## src/spp_map.svh

```systemverilog
// register offsets, reset values and bus codes for the shared pin parallel port
`ifndef SPP_MAP_SVH
`define SPP_MAP_SVH
`define SPP_OFF_DIRECTION 8'h00
`define SPP_OFF_LATCH 8'h04
`define SPP_OFF_LEVEL 8'h08
`define SPP_OFF_OWNER 8'h0C
`define SPP_DIR_RESET 32'hFFFFFFFF
`define SPP_LATCH_RESET 32'h00000000
`define SPP_RESP_OKAY 2'h0
`define SPP_RESP_DECERR 2'h3
`define SPP_SYNC_STAGES 2
`endif

```

## src/spp_pkg.sv

```systemverilog
// types shared by the shared pin parallel port
package spp_pkg;
  typedef enum logic [1:0] {
    SPP_WR_IDLE = 2'h0,
    SPP_WR_ADDR = 2'h1,
    SPP_WR_RESP = 2'h3,
    SPP_WR_DATA = 2'h2
  } spp_wr_state_t;
  typedef enum logic [1:0] {
    SPP_REG_DIR = 2'h0,
    SPP_REG_LATCH = 2'h1,
    SPP_REG_LEVEL = 2'h2,
    SPP_REG_OWNER = 2'h3
  } spp_reg_sel_t;
endpackage

```

## src/spp_shared_pin_port.sv

```systemverilog
// shared pin parallel port with axi4-lite register slave
// Notes on behaviour
// - mux pair picks pin data and enable source
// - port output never loops into peripheral input
// - driving peripheral enables port output driver
// - level reads show real pins under peripheral
// - idle enabled peripheral leaves pin to port
// - direction one is input, zero output
// - every reset makes all pins inputs
// - latch register reads and writes the latch
// - level reads pins, level writes the latch
// - unimplemented bits disabled, read as zero
// - input-only peripheral pins are port owned
//
// Design decisions made here: the AXI4-Lite slave port and the address map.
`timescale 1ns/1ps
`include "spp_map.svh"
module spp_shared_pin_port #(
  parameter int PIN_COUNT = 16,
  parameter logic [31:0] IMPL_MASK = 32'h0000FFFF,
  parameter logic [31:0] INPUT_ONLY_MASK = 32'h00000000,
  parameter int ADDR_W = 8
) (
  input wire logic core_clk,
  input wire logic rst,
  input wire logic [ADDR_W-1:0] s_axi_awaddr,
  input wire logic [2:0] s_axi_awprot,
  input wire logic s_axi_awvalid,
  output logic s_axi_awready,
  input wire logic [31:0] s_axi_wdata,
  input wire logic [3:0] s_axi_wstrb,
  input wire logic s_axi_wvalid,
  output logic s_axi_wready,
  output logic [1:0] s_axi_bresp,
  output logic s_axi_bvalid,
  input wire logic s_axi_bready,
  input wire logic [ADDR_W-1:0] s_axi_araddr,
  input wire logic [2:0] s_axi_arprot,
  input wire logic s_axi_arvalid,
  output logic s_axi_arready,
  output logic [31:0] s_axi_rdata,
  output logic [1:0] s_axi_rresp,
  output logic s_axi_rvalid,
  input wire logic s_axi_rready,
  input wire logic [PIN_COUNT-1:0] pinIn,
  output logic [PIN_COUNT-1:0] pinOut,
  output logic [PIN_COUNT-1:0] pinOeN,
  input wire logic [PIN_COUNT-1:0] periphEnable,
  input wire logic [PIN_COUNT-1:0] periphDrive,
  input wire logic [PIN_COUNT-1:0] periphOut,
  output logic [PIN_COUNT-1:0] periphIn
);

  // refuse widths the 32-bit registers cannot hold
  if (PIN_COUNT < 1 || PIN_COUNT > 32 || ADDR_W < 4) begin : g_bad_params
    $error("spp_shared_pin_port: PIN_COUNT must be 1..32 and ADDR_W at least 4");
  end

  localparam logic [PIN_COUNT-1:0] IMPL = IMPL_MASK[PIN_COUNT-1:0];
  localparam logic [PIN_COUNT-1:0] IN_ONLY = INPUT_ONLY_MASK[PIN_COUNT-1:0];
  localparam logic [31:0] DIR_RST_W = `SPP_DIR_RESET;
  localparam logic [31:0] LAT_RST_W = `SPP_LATCH_RESET;
  localparam logic [PIN_COUNT-1:0] DIR_RST = DIR_RST_W[PIN_COUNT-1:0];
  localparam logic [PIN_COUNT-1:0] LAT_RST = LAT_RST_W[PIN_COUNT-1:0];

  // expand byte strobes into a bit mask for the low pin bits
  function automatic logic [PIN_COUNT-1:0] strbMask(input logic [3:0] strb);
    logic [31:0] m;
    m = {{8{strb[3]}}, {8{strb[2]}}, {8{strb[1]}}, {8{strb[0]}}};
    return m[PIN_COUNT-1:0];
  endfunction

  // decode a byte address into a register select; high bits must be zero
  function automatic logic addrHit(input logic [ADDR_W-1:0] a);
    logic [ADDR_W-1:0] hi;
    hi = a >> 4;
    return (hi == '0) && (a[1:0] == 2'h0);
  endfunction

  function automatic spp_pkg::spp_reg_sel_t addrSel(input logic [ADDR_W-1:0] a);
    return spp_pkg::spp_reg_sel_t'(a[3:2]);
  endfunction

  // zero-extend a pin vector to the bus width
  function automatic logic [31:0] widen(input logic [PIN_COUNT-1:0] v);
    logic [31:0] w;
    w = '0;
    w[PIN_COUNT-1:0] = v;
    return w;
  endfunction

  logic [PIN_COUNT-1:0] pinDirection_reg;
  logic [PIN_COUNT-1:0] outputLatch_reg;
  logic [PIN_COUNT-1:0] pinSync1_reg;
  logic [PIN_COUNT-1:0] pinSync2_reg;
  logic [PIN_COUNT-1:0] periphOwn;
  logic [PIN_COUNT-1:0] portDriving;
  logic [PIN_COUNT-1:0] pinOut_reg;
  logic [PIN_COUNT-1:0] pinOeN_reg;
  logic [PIN_COUNT-1:0] periphIn_reg;
  logic [PIN_COUNT-1:0] drove1_reg, drove2_reg, drove3_reg;
  spp_pkg::spp_wr_state_t wrState_reg;
  spp_pkg::spp_wr_state_t wrState_next;
  logic [ADDR_W-1:0] awAddr_reg;
  logic [31:0] wData_reg;
  logic [3:0] wStrb_reg;
  logic awReady_reg;
  logic wReady_reg;
  logic bValid_reg;
  logic [1:0] bResp_reg;
  logic arReady_reg;
  logic rValid_reg;
  logic [31:0] rData_reg;
  logic [1:0] rResp_reg;
  logic awHs;
  logic wHs;
  logic doWrite;
  logic [ADDR_W-1:0] effAddr;
  logic [31:0] effData;
  logic [PIN_COUNT-1:0] effMask;

  // ownership: only an enabled peripheral that is actively driving takes the pin
  assign periphOwn = periphEnable & periphDrive & ~IN_ONLY & IMPL;
  // port drives only when it owns the pin and its direction bit says output
  assign portDriving = ~periphOwn & ~pinDirection_reg & IMPL;

  // two-flop synchroniser; the first stage feeds only the second
  always_ff @(posedge core_clk or posedge rst) begin
    if (rst) begin
      pinSync1_reg <= '0;
      pinSync2_reg <= '0;
    end else begin
      pinSync1_reg <= pinIn;
      pinSync2_reg <= pinSync1_reg & IMPL;
    end
  end

  // output mux pair for data and enable; oe is low while driving
  always_ff @(posedge core_clk or posedge rst) begin
    if (rst) begin
      pinOut_reg <= '0;
      pinOeN_reg <= '1;
    end else begin
      pinOut_reg <= ((periphOwn & periphOut) | (~periphOwn & outputLatch_reg)) & IMPL;
      pinOeN_reg <= ~(periphOwn | portDriving);
    end
  end

  // peripheral input sees the pin except where the port drives it or did so lately;
  // the enable flop and two sync stages lag, so three delayed copies of the drive mask also block a port bit just released
  always_ff @(posedge core_clk or posedge rst) begin
    if (rst) begin
      periphIn_reg <= '0;
      drove1_reg <= '0;
      drove2_reg <= '0;
      drove3_reg <= '0;
    end else begin
      drove1_reg <= portDriving;
      drove2_reg <= drove1_reg;
      drove3_reg <= drove2_reg;
      periphIn_reg <= pinSync2_reg & ~(portDriving | drove1_reg | drove2_reg | drove3_reg);
    end
  end

  assign awHs = s_axi_awvalid && awReady_reg;
  assign wHs = s_axi_wvalid && wReady_reg;

  // write channel sequencer: address and data in either order, then response
  always_comb begin
    wrState_next = wrState_reg;
    case (wrState_reg)
      spp_pkg::SPP_WR_IDLE: begin
        if (awHs && wHs) begin
          wrState_next = spp_pkg::SPP_WR_RESP;
        end else if (awHs) begin
          wrState_next = spp_pkg::SPP_WR_ADDR;
        end else if (wHs) begin
          wrState_next = spp_pkg::SPP_WR_DATA;
        end
      end
      spp_pkg::SPP_WR_ADDR: begin
        if (wHs) begin
          wrState_next = spp_pkg::SPP_WR_RESP;
        end
      end
      spp_pkg::SPP_WR_DATA: begin
        if (awHs) begin
          wrState_next = spp_pkg::SPP_WR_RESP;
        end
      end
      spp_pkg::SPP_WR_RESP: begin
        if (s_axi_bready) begin
          wrState_next = spp_pkg::SPP_WR_IDLE;
        end
      end
      default: begin
        wrState_next = spp_pkg::SPP_WR_IDLE;
      end
    endcase
  end

  assign doWrite = (wrState_next == spp_pkg::SPP_WR_RESP) && (wrState_reg != spp_pkg::SPP_WR_RESP);
  // a channel taken in this very cycle wins over the held copy
  assign effAddr = awHs ? s_axi_awaddr : awAddr_reg;
  assign effData = wHs ? s_axi_wdata : wData_reg;
  assign effMask = strbMask(wHs ? s_axi_wstrb : wStrb_reg) & IMPL;

  // write channel state, held payload and readies
  always_ff @(posedge core_clk or posedge rst) begin
    if (rst) begin
      wrState_reg <= spp_pkg::SPP_WR_IDLE;
      awAddr_reg <= '0;
      wData_reg <= '0;
      wStrb_reg <= '0;
      awReady_reg <= 1'b0;
      wReady_reg <= 1'b0;
    end else begin
      wrState_reg <= wrState_next;
      if (awHs) begin
        awAddr_reg <= s_axi_awaddr;
      end
      if (wHs) begin
        wData_reg <= s_axi_wdata;
        wStrb_reg <= s_axi_wstrb;
      end
      awReady_reg <= (wrState_next == spp_pkg::SPP_WR_IDLE) || (wrState_next == spp_pkg::SPP_WR_DATA);
      wReady_reg <= (wrState_next == spp_pkg::SPP_WR_IDLE) || (wrState_next == spp_pkg::SPP_WR_ADDR);
    end
  end

  // write response; unmapped addresses answer decode error and change nothing
  always_ff @(posedge core_clk or posedge rst) begin
    if (rst) begin
      bValid_reg <= 1'b0;
      bResp_reg <= `SPP_RESP_OKAY;
    end else if (doWrite) begin
      bValid_reg <= 1'b1;
      bResp_reg <= addrHit(effAddr) ? `SPP_RESP_OKAY : `SPP_RESP_DECERR;
    end else if (bValid_reg && s_axi_bready) begin
      bValid_reg <= 1'b0;
    end
  end

  // direction register, all inputs after reset
  always_ff @(posedge core_clk or posedge rst) begin
    if (rst) begin
      pinDirection_reg <= DIR_RST & IMPL;
    end else if (doWrite && addrHit(effAddr) && addrSel(effAddr) == spp_pkg::SPP_REG_DIR) begin
      pinDirection_reg <= (pinDirection_reg & ~effMask) | (effData[PIN_COUNT-1:0] & effMask);
    end
  end

  // latch takes writes from both the latch and the level offsets
  always_ff @(posedge core_clk or posedge rst) begin
    if (rst) begin
      outputLatch_reg <= LAT_RST;
    end else if (doWrite && addrHit(effAddr) &&
                 (addrSel(effAddr) == spp_pkg::SPP_REG_LATCH ||
                  addrSel(effAddr) == spp_pkg::SPP_REG_LEVEL)) begin
      outputLatch_reg <= (outputLatch_reg & ~effMask) | (effData[PIN_COUNT-1:0] & effMask);
    end
  end

  // read channel: one read at a time, data registered one cycle after address
  always_ff @(posedge core_clk or posedge rst) begin
    if (rst) begin
      arReady_reg <= 1'b0;
      rValid_reg <= 1'b0;
      rData_reg <= '0;
      rResp_reg <= `SPP_RESP_OKAY;
    end else if (s_axi_arvalid && arReady_reg) begin
      arReady_reg <= 1'b0;
      rValid_reg <= 1'b1;
      rResp_reg <= addrHit(s_axi_araddr) ? `SPP_RESP_OKAY : `SPP_RESP_DECERR;
      if (!addrHit(s_axi_araddr)) begin
        rData_reg <= '0;
      end else begin
        case (addrSel(s_axi_araddr))
          spp_pkg::SPP_REG_DIR: begin
            rData_reg <= widen(pinDirection_reg);
          end
          spp_pkg::SPP_REG_LATCH: begin
            rData_reg <= widen(outputLatch_reg);
          end
          spp_pkg::SPP_REG_LEVEL: begin
            rData_reg <= widen(pinSync2_reg);
          end
          spp_pkg::SPP_REG_OWNER: begin
            rData_reg <= widen(periphOwn);
          end
          default: begin
            rData_reg <= '0;
          end
        endcase
      end
    end else if (rValid_reg && s_axi_rready) begin
      rValid_reg <= 1'b0;
      arReady_reg <= 1'b1;
    end else if (!rValid_reg) begin
      arReady_reg <= 1'b1;
    end
  end

  assign s_axi_awready = awReady_reg;
  assign s_axi_wready = wReady_reg;
  assign s_axi_bvalid = bValid_reg;
  assign s_axi_bresp = bResp_reg;
  assign s_axi_arready = arReady_reg;
  assign s_axi_rvalid = rValid_reg;
  assign s_axi_rdata = rData_reg;
  assign s_axi_rresp = rResp_reg;
  assign pinOut = pinOut_reg;
  assign pinOeN = pinOeN_reg;
  assign periphIn = periphIn_reg;

  // checks on the pin path and the register file
  a_mux_periph_data: assert property (@(posedge core_clk) disable iff (rst)
    !rst |=> ((pinOut_reg & $past(periphOwn)) == ($past(periphOut) & $past(periphOwn))))
    else $error("peripheral data not on owned pin");
  a_port_gets_idle: assert property (@(posedge core_clk) disable iff (rst)
    !rst |=> ((pinOut_reg & ~$past(periphOwn) & IMPL) == ($past(outputLatch_reg) & ~$past(periphOwn))))
    else $error("latch not on port owned pin");
  a_dir_sets_enable: assert property (@(posedge core_clk) disable iff (rst)
    !rst |=> ((pinOeN_reg & ~$past(periphOwn) & IMPL) == ($past(pinDirection_reg) & ~$past(periphOwn))))
    else $error("direction bit does not set driver");
  a_periph_drives: assert property (@(posedge core_clk) disable iff (rst)
    !rst |=> ((pinOeN_reg & $past(periphOwn)) == '0))
    else $error("driver off while peripheral drives");
  a_no_loop_through: assert property (@(posedge core_clk) disable iff (rst)
    !rst |=> ((periphIn_reg & ($past(portDriving) | $past(portDriving, 2) |
    $past(portDriving, 3) | $past(portDriving, 4))) == '0))
    else $error("port output looped into peripheral");
  a_sync_two_flops: assert property (@(posedge core_clk) disable iff (rst)
    !rst ##2 1'b1 |-> (pinSync2_reg == ($past(pinIn, 2) & IMPL)))
    else $error("synchroniser latency wrong");
  a_reset_inputs: assert property (@(posedge core_clk)
    rst |=> (pinDirection_reg == (DIR_RST & IMPL)) && (pinOeN_reg == '1))
    else $error("pins not inputs after reset");
  a_level_read: assert property (@(posedge core_clk) disable iff (rst)
    (s_axi_arvalid && arReady_reg && s_axi_araddr == `SPP_OFF_LEVEL) |=>
    (rValid_reg && rData_reg == widen($past(pinSync2_reg))))
    else $error("level read is not pin state");
  a_latch_write: assert property (@(posedge core_clk) disable iff (rst)
    (doWrite && addrHit(effAddr) && (addrSel(effAddr) == spp_pkg::SPP_REG_LATCH ||
     addrSel(effAddr) == spp_pkg::SPP_REG_LEVEL) && effMask == IMPL) |=>
    (outputLatch_reg == ($past(effData[PIN_COUNT-1:0]) & IMPL)) && bValid_reg)
    else $error("latch write lost");
  a_unimpl_zero: assert property (@(posedge core_clk) disable iff (rst)
    ((pinDirection_reg | outputLatch_reg | pinSync2_reg | pinOut_reg) & ~IMPL) == '0)
    else $error("unimplemented bit not zero");
  a_input_only_port: assert property (@(posedge core_clk) disable iff (rst)
    !rst |=> ((pinOut_reg & IN_ONLY & IMPL) == ($past(outputLatch_reg) & IN_ONLY)))
    else $error("input-only pin not port owned");
  a_write_answer: assert property (@(posedge core_clk) disable iff (rst)
    doWrite |=> bValid_reg)
    else $error("write not answered");

  c_periph_takes_pin: cover property (@(posedge core_clk) disable iff (rst) $rose(periphOwn[0]));
  c_level_write: cover property (@(posedge core_clk) disable iff (rst)
    doWrite && effAddr == `SPP_OFF_LEVEL);
  c_data_before_addr: cover property (@(posedge core_clk) disable iff (rst)
    wrState_reg == spp_pkg::SPP_WR_DATA ##1 wrState_reg == spp_pkg::SPP_WR_RESP);
  c_read_level: cover property (@(posedge core_clk) disable iff (rst)
    s_axi_arvalid && arReady_reg && s_axi_araddr == `SPP_OFF_LEVEL);

endmodule

```

## config.mk

```make
export PLATFORM = sky130hd
export DESIGN_NAME = spp_shared_pin_port
export DESIGN_NICKNAME = d
export VERILOG_FILES = /design/src/spp_pkg.sv /design/src/spp_shared_pin_port.sv
export VERILOG_INCLUDE_DIRS = /design/src
export SDC_FILE = /design/constraint.sdc
export NUM_CORES = 1
export LEC_CHECK = 0
export BUFFER_PORTS_ARGS = -buffer_cell sky130_fd_sc_hd__buf_2
export CORE_ASPECT_RATIO = 1.25
export CORE_MARGIN = 2
export CORE_UTILIZATION = 55
export DETAILED_ROUTE_END_ITERATION = 16
export PLACE_DENSITY = 0.84
export SYNTH_ARGS = -nofsm -noshare
export SYNTH_HDL_FRONTEND = slang
export SYNTH_SLANG_ARGS = --single-unit
```

## constraint.sdc

```tcl
create_clock -name core_clk -period 17.4 [get_ports core_clk]
set_input_delay 4.35 -clock core_clk [delete_from_list [all_inputs] [get_ports core_clk]]
set_output_delay 4.35 -clock core_clk [all_outputs]
set_load 0.03 [all_outputs]
```

Word-level counts from Yosys, hierarchy flattened. Cells that the tools add are included. W data, S select, Z words.

Input bits: 129. Word-level logic and storage cells: 101. Output and inout bits: 89. Bits in registers: 229.

Muxes and demuxes: 21. Equality and inequality tests: 13. Reduce and logical (&&, ||, !) cells: 25. Bitwise gates (word level): 20.

Operator list (number): $and A16 B16 Y16 (8); $pmux W32 S4 (1); $or A16 B16 Y16 (7); $not A16 Y16 (5); $mux W32 (1); $mux W2 (9); $logic_not A8 Y1 (2); $mux W16 (1); $eq A2 B2 Y1 const B (7); $logic_and A1 B1 Y1 (12); $logic_not A2 Y1 (6); $eq A2 B1 Y1 const B (4); $mux W8 (1); $pmux W2 S4 (1); $mux W1 (7); $reduce_bool A2 Y1 (2); $logic_or A1 B1 Y1 (3); $ne A3 B1 Y1 const B (1); $ne A2 B2 Y1 const B (1).

Longest topological paths before layout. Gate-level depths: netlist of run 1.

Depth after elaboration: 9. Gate-level depth with buffers: 5. Gate-level depth less buffers: 5.

Worst setup path before layout of run 1. OpenSTA, ideal clock, no wires.

Path type: input to register. From: input port s_axi_awvalid. To: register (tool-made name). Path buffers: 0. Stages on the path: 4. Library setup time: 0.125 ns. Arrival time: 5.851 ns. Data required time: 17.275 ns. Slack: 11.425 ns. Cells stage by stage: a211o_1 -> a2111oi_4 -> nand4_4 -> mux2_2.

RTL lines: start, declared (line spp_shared_pin_port.sv:28) `input wire logic s_axi_awvalid,`.

==> reports/summary.txt, run 1 <==
final core utilization: 0.694
Die H: 135 um
final setup skew: 0.0118 ns
Max Cap Viol: 0
vias in the first global route: 4708
r2r startpoint: s_axi_wready
Die Area: 0.0147 mm2
slowest cell on the critical path: nand2_1
sum of negative setup slack: 0 ns
DP Area: 0.00861 mm2
largest net degree at the start of global routing: 126
Nets: 783
R2R cell count: 4
Rows: 47
post-route ant nets: 0
post-route cell area: 0.00927 mm2
Worst VDD drop: 0.0998 mV
Post-synth EDFFs: 0
Via-to-Cell Ratio: 5.26
first-pass GRT wire length: 24.2 mm
hold buffers post-CTS: 0
commonest cells in the netlist: 179 x dfrtp_1, 73 x mux2_2, 32 x dfstp_2
Peak Freq: 169 MHz
worst min-delay path category: flop to flop
postcts setup bufs: 0
Synth top area share: 0.591
dpl hpwl: 10.6 mm
Top Ports: 218
Syn. warnings: 0
PD cells: 143 mW/mm2
Slew HR: 0.309
startpoint types: input port
CTS clock-pin slew for the worst setup and hold paths: 0.06 ns
CTS Buf Count: 21
Root Buffer: clkbuf_16
Routability Congestion: 0.785
layout cell share with drive strength beyond 1: 0.508
Initial Utilization: 0.568
post-route minimum period: 5.93 ns
overall power: 1.32 mW
routed length per placed instance: 18.2 um
Via Count: 4404
Synth area leaders: dfrtp_1 59%, dfstp_2 11%, mux2_2 11%, mux4_2 4.8%, a22o_1 1.8%
routed wire length: 15.3 mm
RSZ-0062 raised after global routing: false
Most Frequent Cell on Critical Path: mux2_2
final worst-path cycle share: 0.341
CP arrival: 6.28 ns
Hold WS: 0.341 ns
Synth async-reset ratio: 1.00
cell chain of the critical path: buf_2, nand2_1, mux2_2, nand4_4, mux2_2
Lkg Pwr: 4.49 nW
Worst setup startpoint: s_axi_wvalid
synthesized area: 0.00758 mm2
Clk Latency, worst-skew pair: 0.48 ns
CP endpoint kind: flop
reg2reg setup slack: 15.04 ns
crit-path leading delay family: simple AND/OR/NAND/NOR gates
CP max FO: 18
most common cell in the netlist: dfrtp_1
Post-Syn Instances: 461
core area: 0.0133 mm2
DR iter-0 viols: 202
critical path depth: 5
largest stage delay on the critical path: 0.75 ns
clock net sink count: 211
crit path kind: input port to flop
Yosys reg bits: 211
Buf+Inv Stages, Crit Path: 1
Die Width: 109 um
area leader, netlist: dfrtp_1
clock tree buffer depth: 3
port bufs: 177
1st-pass router iterations: 4
syn_area_per_cell: 16.4 um2
Slew Limit Fails: 0
gr ovfl total: 0
Req. time, crit path: 17.75 ns
htree depth: 1
final hold vios: 0
CTS tree: yes
sequential area share after synthesis: 0.702
residual DRC count: 0
initial antenna violation count: 2
status: finished, final reports clean
Worst Tran Pin Value: 1.03 ns
final setup vio count: 0
gr usage total: 0.215
area grow syn2layout: 22.2%
post-CTS sizing: 0
ys flop type: dfrtp_1
number of distinct library cells after synthesis: 30
-- kinds of logic (layout without fill, tap and decap cells) --
kind of cell,Yosys count,count (layout),synth area share
AND/OR/NAND/NOR,97,97,0.0822
adder cells (fa/ha/maj),1,1,0.00165
flip-flops,211,211,0.702
multiplexers,91,91,0.159
AO/OA/AOI/OAI,27,27,0.0300
other,1,18,0.000495
buffers and inverters,33,222,0.0254
-- worst min-delay path by stage --
stage	startpoint	endpoint	slack [ns]	depth (start not counted)
6_report	pinSync1_reg[0]	pinSync2_reg[0]	0.34	0
5_1_grt	pinSync1_reg[0]	pinSync2_reg[0]	0.35	0
4_1_cts	pinSync1_reg[0]	pinSync2_reg[0]	0.35	0
3_5_place_dp	pinSync1_reg[8]	pinSync2_reg[8]	0.34	0
3_3_place_gp	pinSync1_reg[11]	pinSync2_reg[11]	0.33	0
2_1_floorplan	pinSync1_reg[0]	pinSync2_reg[0]	0.33	0
-- routing by layer --
| metal | part of all wire | global-route usage |
|---|---|---|
| met1 | 0.40 | 0.278 |
| met2 | 0.52 | 0.370 |
| met3 | 0.071 | 0.0495 |
| met4 | 0.0084 | 0.0491 |
| met5 | 0 | 0 |
-- placed cells by master, fill, tap and decap left out, drive strengths merged, types with 16 or more instances in the layout --
cell type	instances
dfrtp	179
clkbuf	29
a22o	16
dfstp	32
nor2	18
conb	16
mux4	16
nand2b	16
nor2b	16
and2	17
nor4	19
mux2	73
buf	179
-- power by group --
part	switching, mW	internal (mW)
clock network	0.172	0.253
logic	0.146	0.108
registers	0.0476	0.596
-- final cells by class --
class	count	area [um2]
timing repair buffer	179	901
multi-input combinational	232	2130
fill	889	4080
inverter	8	37.5
clock inverter	6	57.6
sequential	211	5320
antenna	2	5.00
tap	171	214
clock buffer	29	596
-- stage by stage --
| step | cells | worst slack (ns) |
|---|---|---|
| after detailed placement | 801 | 10.96 |
| after global placement | 801 | 11.00 |
| after global routing | 837 | 11.40 |
| final | 838 | 11.47 |
| after CTS | 836 | 11.43 |
| after floorplan | 476 | 7.34 |
Power figures use the tool's default switching activity.
==> run 2: changes to the inputs <==
--- a/config.mk
+++ b/config.mk
@@ -9,9 +9,9 @@
 export BUFFER_PORTS_ARGS = -buffer_cell sky130_fd_sc_hd__buf_2
 export CORE_ASPECT_RATIO = 1.25
 export CORE_MARGIN = 2
-export CORE_UTILIZATION = 55
+export CORE_UTILIZATION = 46
 export DETAILED_ROUTE_END_ITERATION = 16
-export PLACE_DENSITY = 0.84
+export PLACE_DENSITY = 0.75
 export SYNTH_ARGS = -nofsm -noshare
 export SYNTH_HDL_FRONTEND = slang
 export SYNTH_SLANG_ARGS = --single-unit
==> constraint.sdc (replaced) <==
create_clock -name core_clk -period 4.8 [get_ports core_clk]
set_input_delay 1.2 -clock core_clk [delete_from_list [all_inputs] [get_ports core_clk]]
set_output_delay 1.2 -clock core_clk [all_outputs]
set_load 0.03 [all_outputs]
==> reports/summary.txt, run 2 (same netlist as run 1, synthesis figures left out) <==
Sw Ratio: 0.268 (-0.00856)
CTS Buf Count: 21 (unchanged)
Die Width: 119 um (+9.0%)
dpl hpwl: 10.5 mm (-1.0%)
most frequent cells in the layout: 179 x dfrtp_1, 177 x buf_2, 73 x mux2_2, 32 x dfstp_2, 21 x clkbuf_16
worst min-delay path category: flop to flop
post-route minimum period: 2.68 ns
CTS tree: yes
DR iter-0 viols: 235 (+16%)
RSZ-0062 raised after global routing: false
Peak Freq: 373 MHz
clock share of power: 0.348 (+0.027)
CTS clock-pin slew for the worst setup and hold paths: 0.06 ns (about the same)
initial antenna violation count: 3 (+1)
Root Buffer: clkbuf_16
startpoint types: input port
commonest non-fill, non-tap cell in the layout: dfrtp_1
gr usage total: 0.180 (-0.0342)
PD cells: 527 mW/mm2 (+270%)
crit path kind: input port to flop
routed length per placed instance: 17.3 um (-5.0%)
Initial Utilization: 0.470 (-0.0981)
Lkg Pwr: 4.53 nW (+1.1%)
final hold vios: 0 (unchanged)
routed wire length: 15.4 mm (+0.62%)
Clk Latency, worst-skew pair: 0.49 ns (about the same)
power share of the sequential group: 0.467 (-0.020)
Req. time, crit path: 5.16 ns (-12.59 ns)
Worst Tran Pin Value: 1.02 ns (-0.0155 ns)
residual DRC count: 0 (unchanged)
first-pass GRT wire length: 24.9 mm (+2.8%)
final core utilization: 0.585 (-0.109)
clock net sink count: 211 (unchanged)
Nets: 784 (+0.13%)
postcts setup bufs: 0 (unchanged)
Die H: 148 um (+9.1%)
Rows: 52 (+11%)
Via Count: 4412 (+0.18%)
largest net degree at the start of global routing: 198 (+57%)
status: finished, final reports clean
area grow syn2layout: 24.4%
hold buffers post-CTS: 0 (unchanged)
CP endpoint kind: flop
layout cell share with drive strength beyond 1: 0.510 (+0.00145)
final setup skew: 0.00930 ns (-0.00252 ns)
CP max FO: 8 (-10)
post-CTS sizing: 0 (unchanged)
Comb pwr share: 0.186 (-0.006)
final setup vio count: 0 (unchanged)
post-route ant nets: 0 (unchanged)
final worst-path cycle share: 0.559
Routability Congestion: 0.755 (-3.8%)
Int Power: 3.64 mW (+280%)
gr ovfl total: 0 (unchanged)
vias in the first global route: 4764 (+1.2%)
Slew Limit Fails: 0 (unchanged)
Die Area: 0.0175 mm2 (+19%)
sw power: 1.33 mW (+260%)
clock tree buffer depth: 3 (unchanged)
Top Ports: 218 (unchanged)
Max Cap Viol: 0 (unchanged)
number of fill cells: 1324 (+49%)
core area: 0.0161 mm2 (+21%)
Worst VDD drop: 0.319 mV (+220%)
1st-pass router iterations: 4 (unchanged)
sum of negative setup slack: 0 ns (unchanged)
port bufs: 177 (unchanged)
Slew HR: 0.321 (+0.0120)
Via-to-Cell Ratio: 4.97 (-5.5%)
CP arrival: 3.05 ns (-3.23 ns)
htree depth: 1 (unchanged)
run 2: cell types whose count changed in the layout (fill, tap and decap cells not counted):
cell       previous run  this run
clkinv_2              4         2
clkbuf_1              4         5
bufinv_16             1         4
diode_2               2         3
inv_8                 1         0
buf_12                0         1
clkinv_4              0         1
inv_6                 0         1
run 2: critical path: stages:
cell       delay, ns
buf_2           0.12
a211o_1         0.33
a2111oi_4       0.67
nand4_4         0.35
mux2_2          0.36
run 2: power groups by stage:
| stage | clock [mW] | combinational (mW) | sequential (mW) |
|---|---|---|---|
| 3_3_place_gp | 0 | 0.902 | 2.33 |
| 5_1_grt | 1.86 | 1.00 | 2.37 |
| 2_1_floorplan | 0 | 0.560 | 2.46 |
| 4_1_cts | 1.78 | 0.939 | 2.32 |
| 3_5_place_dp | 0 | 0.937 | 2.35 |
| 6_report | 1.73 | 0.923 | 2.32 |
run 2: stage by stage:
step | total power, mW | setup slack (ns) | hold slack [ns] | area, um2 | std cells
2_1_floorplan | 3.02 | 0.884 | 0.331 | 7640 | 476
3_3_place_gp | 3.23 | 1.63 | 0.334 | 8680 | 847
3_5_place_dp | 3.29 | 1.60 | 0.336 | 8680 | 847
6_report | 4.97 | 2.12 | 0.348 | 9430 | 888
4_1_cts | 5.04 | 2.12 | 0.350 | 9430 | 885
5_1_grt | 5.23 | 2.05 | 0.352 | 9430 | 885
run 2: final cells by class:
cell class                      instances  area, um2  area share
Sequential cell                       211       5320       0.564
Clock buffer                           30        599      0.0635
Multi-Input combinational cell        232       2130       0.226
Timing Repair Buffer                  180        921      0.0976
Antenna cell                            3       7.51    0.000796
Inverter                                8       33.8     0.00358
Clock inverter                          8        148      0.0156
Tap cell                              216        270      0.0286
run 2: final timing paths:
path / slack, ns / startpoint / to / cells after the start
setup reg to reg: 2.55 / s_axi_awready / flop / 4
hold reg to reg: 0.35 / pinSync1_reg[12] / pinSync2_reg[12] / 0
max in group asynchronous: 2.82 / rst / awAddr_reg[1] / 3
setup / recovery: 2.12 / s_axi_awvalid / flop / 5
min in group asynchronous: 0.68 / rst / drove3_reg[11] / 2
hold / removal: 0.35 / pinSync1_reg[12] / pinSync2_reg[12] / 0
run 2: per-layer routing:
metal / vias up / GRT usage / routed length [um] / share of wire
met4: 0 / 0.0476 / 255 / 0.017
met5: - / 0 / 0 / 0
met2: 159 / 0.295 / 7510 / 0.49
met3: 24 / 0.0463 / 1120 / 0.073
li1: 1998 / - / - / -
met1: 2231 / 0.243 / 6480 / 0.42
==> run 3: changes to the inputs <==
--- a/config.mk
+++ b/config.mk
@@ -6,12 +6,13 @@
 export SDC_FILE = /design/constraint.sdc
 export NUM_CORES = 1
 export LEC_CHECK = 0
+export ABC_AREA = 1
 export BUFFER_PORTS_ARGS = -buffer_cell sky130_fd_sc_hd__buf_2
 export CORE_ASPECT_RATIO = 1.25
 export CORE_MARGIN = 2
-export CORE_UTILIZATION = 46
+export CORE_UTILIZATION = 52
 export DETAILED_ROUTE_END_ITERATION = 16
-export PLACE_DENSITY = 0.75
+export PLACE_DENSITY = 0.79
 export SYNTH_ARGS = -nofsm -noshare
 export SYNTH_HDL_FRONTEND = slang
 export SYNTH_SLANG_ARGS = --single-unit
==> constraint.sdc (replaced) <==
create_clock -name core_clk -period 2.5 [get_ports core_clk]
set_input_delay 0.625 -clock core_clk [delete_from_list [all_inputs] [get_ports core_clk]]
set_output_delay 0.625 -clock core_clk [all_outputs]
set_load 0.03 [all_outputs]
==> reports/summary.txt, run 3 <==
Worst setup startpoint: s_axi_awready
status: finished, final reports clean
largest stage delay on the critical path: 0.62 ns (-0.05 ns)
Synth Area in Simple Gates: 0.237 (+0.155)
Yosys reg bits: 211 (unchanged)
Storage cell area: 0.00532 mm2 (unchanged)
crit path kind: flop to output pin
Synth area leaders: dfrtp_1 55%, nand2_1 11%, dfstp_2 10%, inv_1 3.3%, nand3_1 2.6%
commonest cells in the netlist: 243 x nand2_1, 179 x dfrtp_1, 72 x inv_1
Slew HR: 0.570 (+0.248)
core area: 0.0154 mm2 (-4.3%)
commonest non-fill, non-tap cell in the layout: nand2_1
post-route ant nets: 0 (unchanged)
Setup WS pre-CTS: 0.326 ns (-1.27 ns)
Worst Tran Pin Value: 0.645 ns (-0.373 ns)
most frequent cells in the layout: 243 x nand2_1, 179 x dfrtp_1, 177 x buf_2, 71 x inv_1, 42 x nand3_1
number of fill cells: 1293 (-2.3%)
Max Cap Viol: 0 (unchanged)
slowest cell on the critical path: dfrtp_1
Initial Utilization: 0.525 (+0.0550)
largest net degree at the start of global routing: 58 (-71%)
final setup margin: 0.480 ns (-1.64 ns)
Clk Latency, worst-skew pair: 0.49 ns (about the same)
Synth top area share: 0.553 (-0.0382)
initial antenna violation count: 3 (unchanged)
residual DRC count: 0 (unchanged)
crit-path leading delay family: flip-flops
startpoint types: flop
Post-Syn Instances: 777 (+69%)
final setup vio count: 0 (unchanged)
Via-to-Cell Ratio: 4.96 (-0.11%)
Nets: 1096 (+40%)
htree depth: 1 (unchanged)
clock tree buffer depth: 3 (unchanged)
largest family of logic cells by synthesized area: simple AND/OR/NAND/NOR gates
layout cell share with drive strength beyond 1: 0.291 (-0.219)
Die Area: 0.0166 mm2 (-5.3%)
routed length per placed instance: 15.3 um (-11%)
Root Buffer: clkbuf_16
Top Ports: 218 (unchanged)
CP arrival: 1.40 ns (-1.65 ns)
Syn. warnings: 0 (unchanged)
complex-gate fraction of the synthesized area: 0.0335 (+0.00346)
number of distinct library cells after synthesis: 32 (+6.7%)
cell chain of the critical path: buf_2
most common cell in the netlist: nand2_1
synthesized area: 0.00811 mm2 (+6.9%)
CP max FO: 11 (+3)
sequential area share after synthesis: 0.656 (-0.0454)
Die H: 144 um (-2.7%)
1st-pass router iterations: 5 (+1)
gr usage total: 0.222 (+0.0413)
DR iter-0 viols: 356 (+51%)
clock net sink count: 211 (unchanged)
Lkg Pwr: 5.27 nW (+16%)
r2r startpoint: s_axi_awready
ys flop type: dfrtp_1
Rows: 51 (-1.9%)
first-pass GRT wire length: 28.6 mm (+15%)
Worst VDD drop: 0.790 mV (+150%)
PD cells: 997 mW/mm2 (+89%)
Synth async-reset ratio: 1.00 (unchanged)
Routability Congestion: 0.827 (+9.5%)
Post-synth EDFFs: 0 (unchanged)
post-CTS sizing: 0 (unchanged)
Via Count: 5931 (+34%)
RSZ-0062 raised after global routing: false
multiplexer share of the synthesized area: 0 (-0.159)
worst min-delay path category: input port to async pin
vias in the first global route: 5622 (+18%)
Peak Freq: 495 MHz
Slew Limit Fails: 0 (unchanged)
Die Width: 116 um (-2.7%)
area leader, netlist: dfrtp_1
syn_area_per_cell: 10.4 um2 (-37%)
CTS tree: yes
postcts setup bufs: 0 (unchanged)
Buf+Inv Stages, Crit Path: 1 (unchanged)
multi-input logic area: 0.00226 mm2 (+6.0%)
final setup skew: 0.0133 ns (+0.00397 ns)
hold buffers post-CTS: 0 (unchanged)
CTS Buf Count: 21 (unchanged)
CTS clock-pin slew for the worst setup and hold paths: 0.06 ns (about the same)
final worst-path cycle share: 0.808
routed wire length: 18.3 mm (+19%)
CP endpoint kind: output pin
sum of negative setup slack: 0 ns (unchanged)
gr ovfl total: 0 (unchanged)
Req. time, crit path: 1.88 ns (-3.28 ns)
post-route minimum period: 2.02 ns
Post-Synth XOR/XNOR Area: 0 (unchanged)
dpl hpwl: 12.5 mm (+18%)
Synth Area in Adders: 0.00154 (-0.000107)
final hold vios: 0 (unchanged)
port bufs: 177 (unchanged)
area grow syn2layout: 22.6%
## run 3: cell count changes in the layout (fill, tap and decap cells not counted), sizes merged, moves of 19 or more
cell,before,now
nor2,18,44
mux2,73,0
inv,8,72
nand3,0,43
o21ai,2,21
nand2,4,254
nand4,4,36
## run 3: logic make-up after synthesis
| logic type | after synthesis |
|---|---|
| simple gates | 408 |
| flops | 211 |
| fa+ha+maj | 1 |
| other cells | 1 |
| buf+inv | 115 |
| compound gates | 41 |
## run 3: worst paths after layout
check	endpoint	slack, ns	cells after the start
min in group core_clk	pinSync1_reg[3]	0.24	1
hold reg to reg	pinSync2_reg[14]	0.35	0
setup / recovery	s_axi_awready	0.48	1
hold / removal	pinSync2_reg[5]	0.21	2
setup reg to reg	flop	0.50	7
max in group asynchronous	async pin	1.55	3
## run 3: power by group
group | internal [mW] | switching (mW) | leakage [nW]
sequential | 4.08 | 0.316 | 2.50
clock | 2.06 | 1.28 | 0.357
combinational | 0.623 | 1.56 | 2.41
## run 3: area by class of cell
class / count / area share
flip-flops and latches: 211 / 0.535
clock buffers: 29 / 0.0629
clock inverters: 8 / 0.0126
well taps: 212 / 0.0267
inverters: 73 / 0.0279
repair buffers: 193 / 0.106
diodes: 3 / 0.000755
multi-input cells: 466 / 0.228
## run 3: metrics by stage
step	power, mW	std cells	utilization	hold slack, ns	cell area, um2
CTS	9.97	1192	0.643	0.220	9930
finish	9.91	1195	0.644	0.214	9940
global placement	6.53	1155	0.595	0.332	9180
detailed placement	6.62	1155	0.595	0.336	9180
floorplan	6.07	792	-	0.331	8170
global route	10.4	1195	0.644	0.223	9940
## run 3: layer usage
metal,GRT usage,part of all wire
met5,0,0
met4,0.0664,0.023
met3,0.0325,0.056
met2,0.377,0.51
met1,0.297,0.41
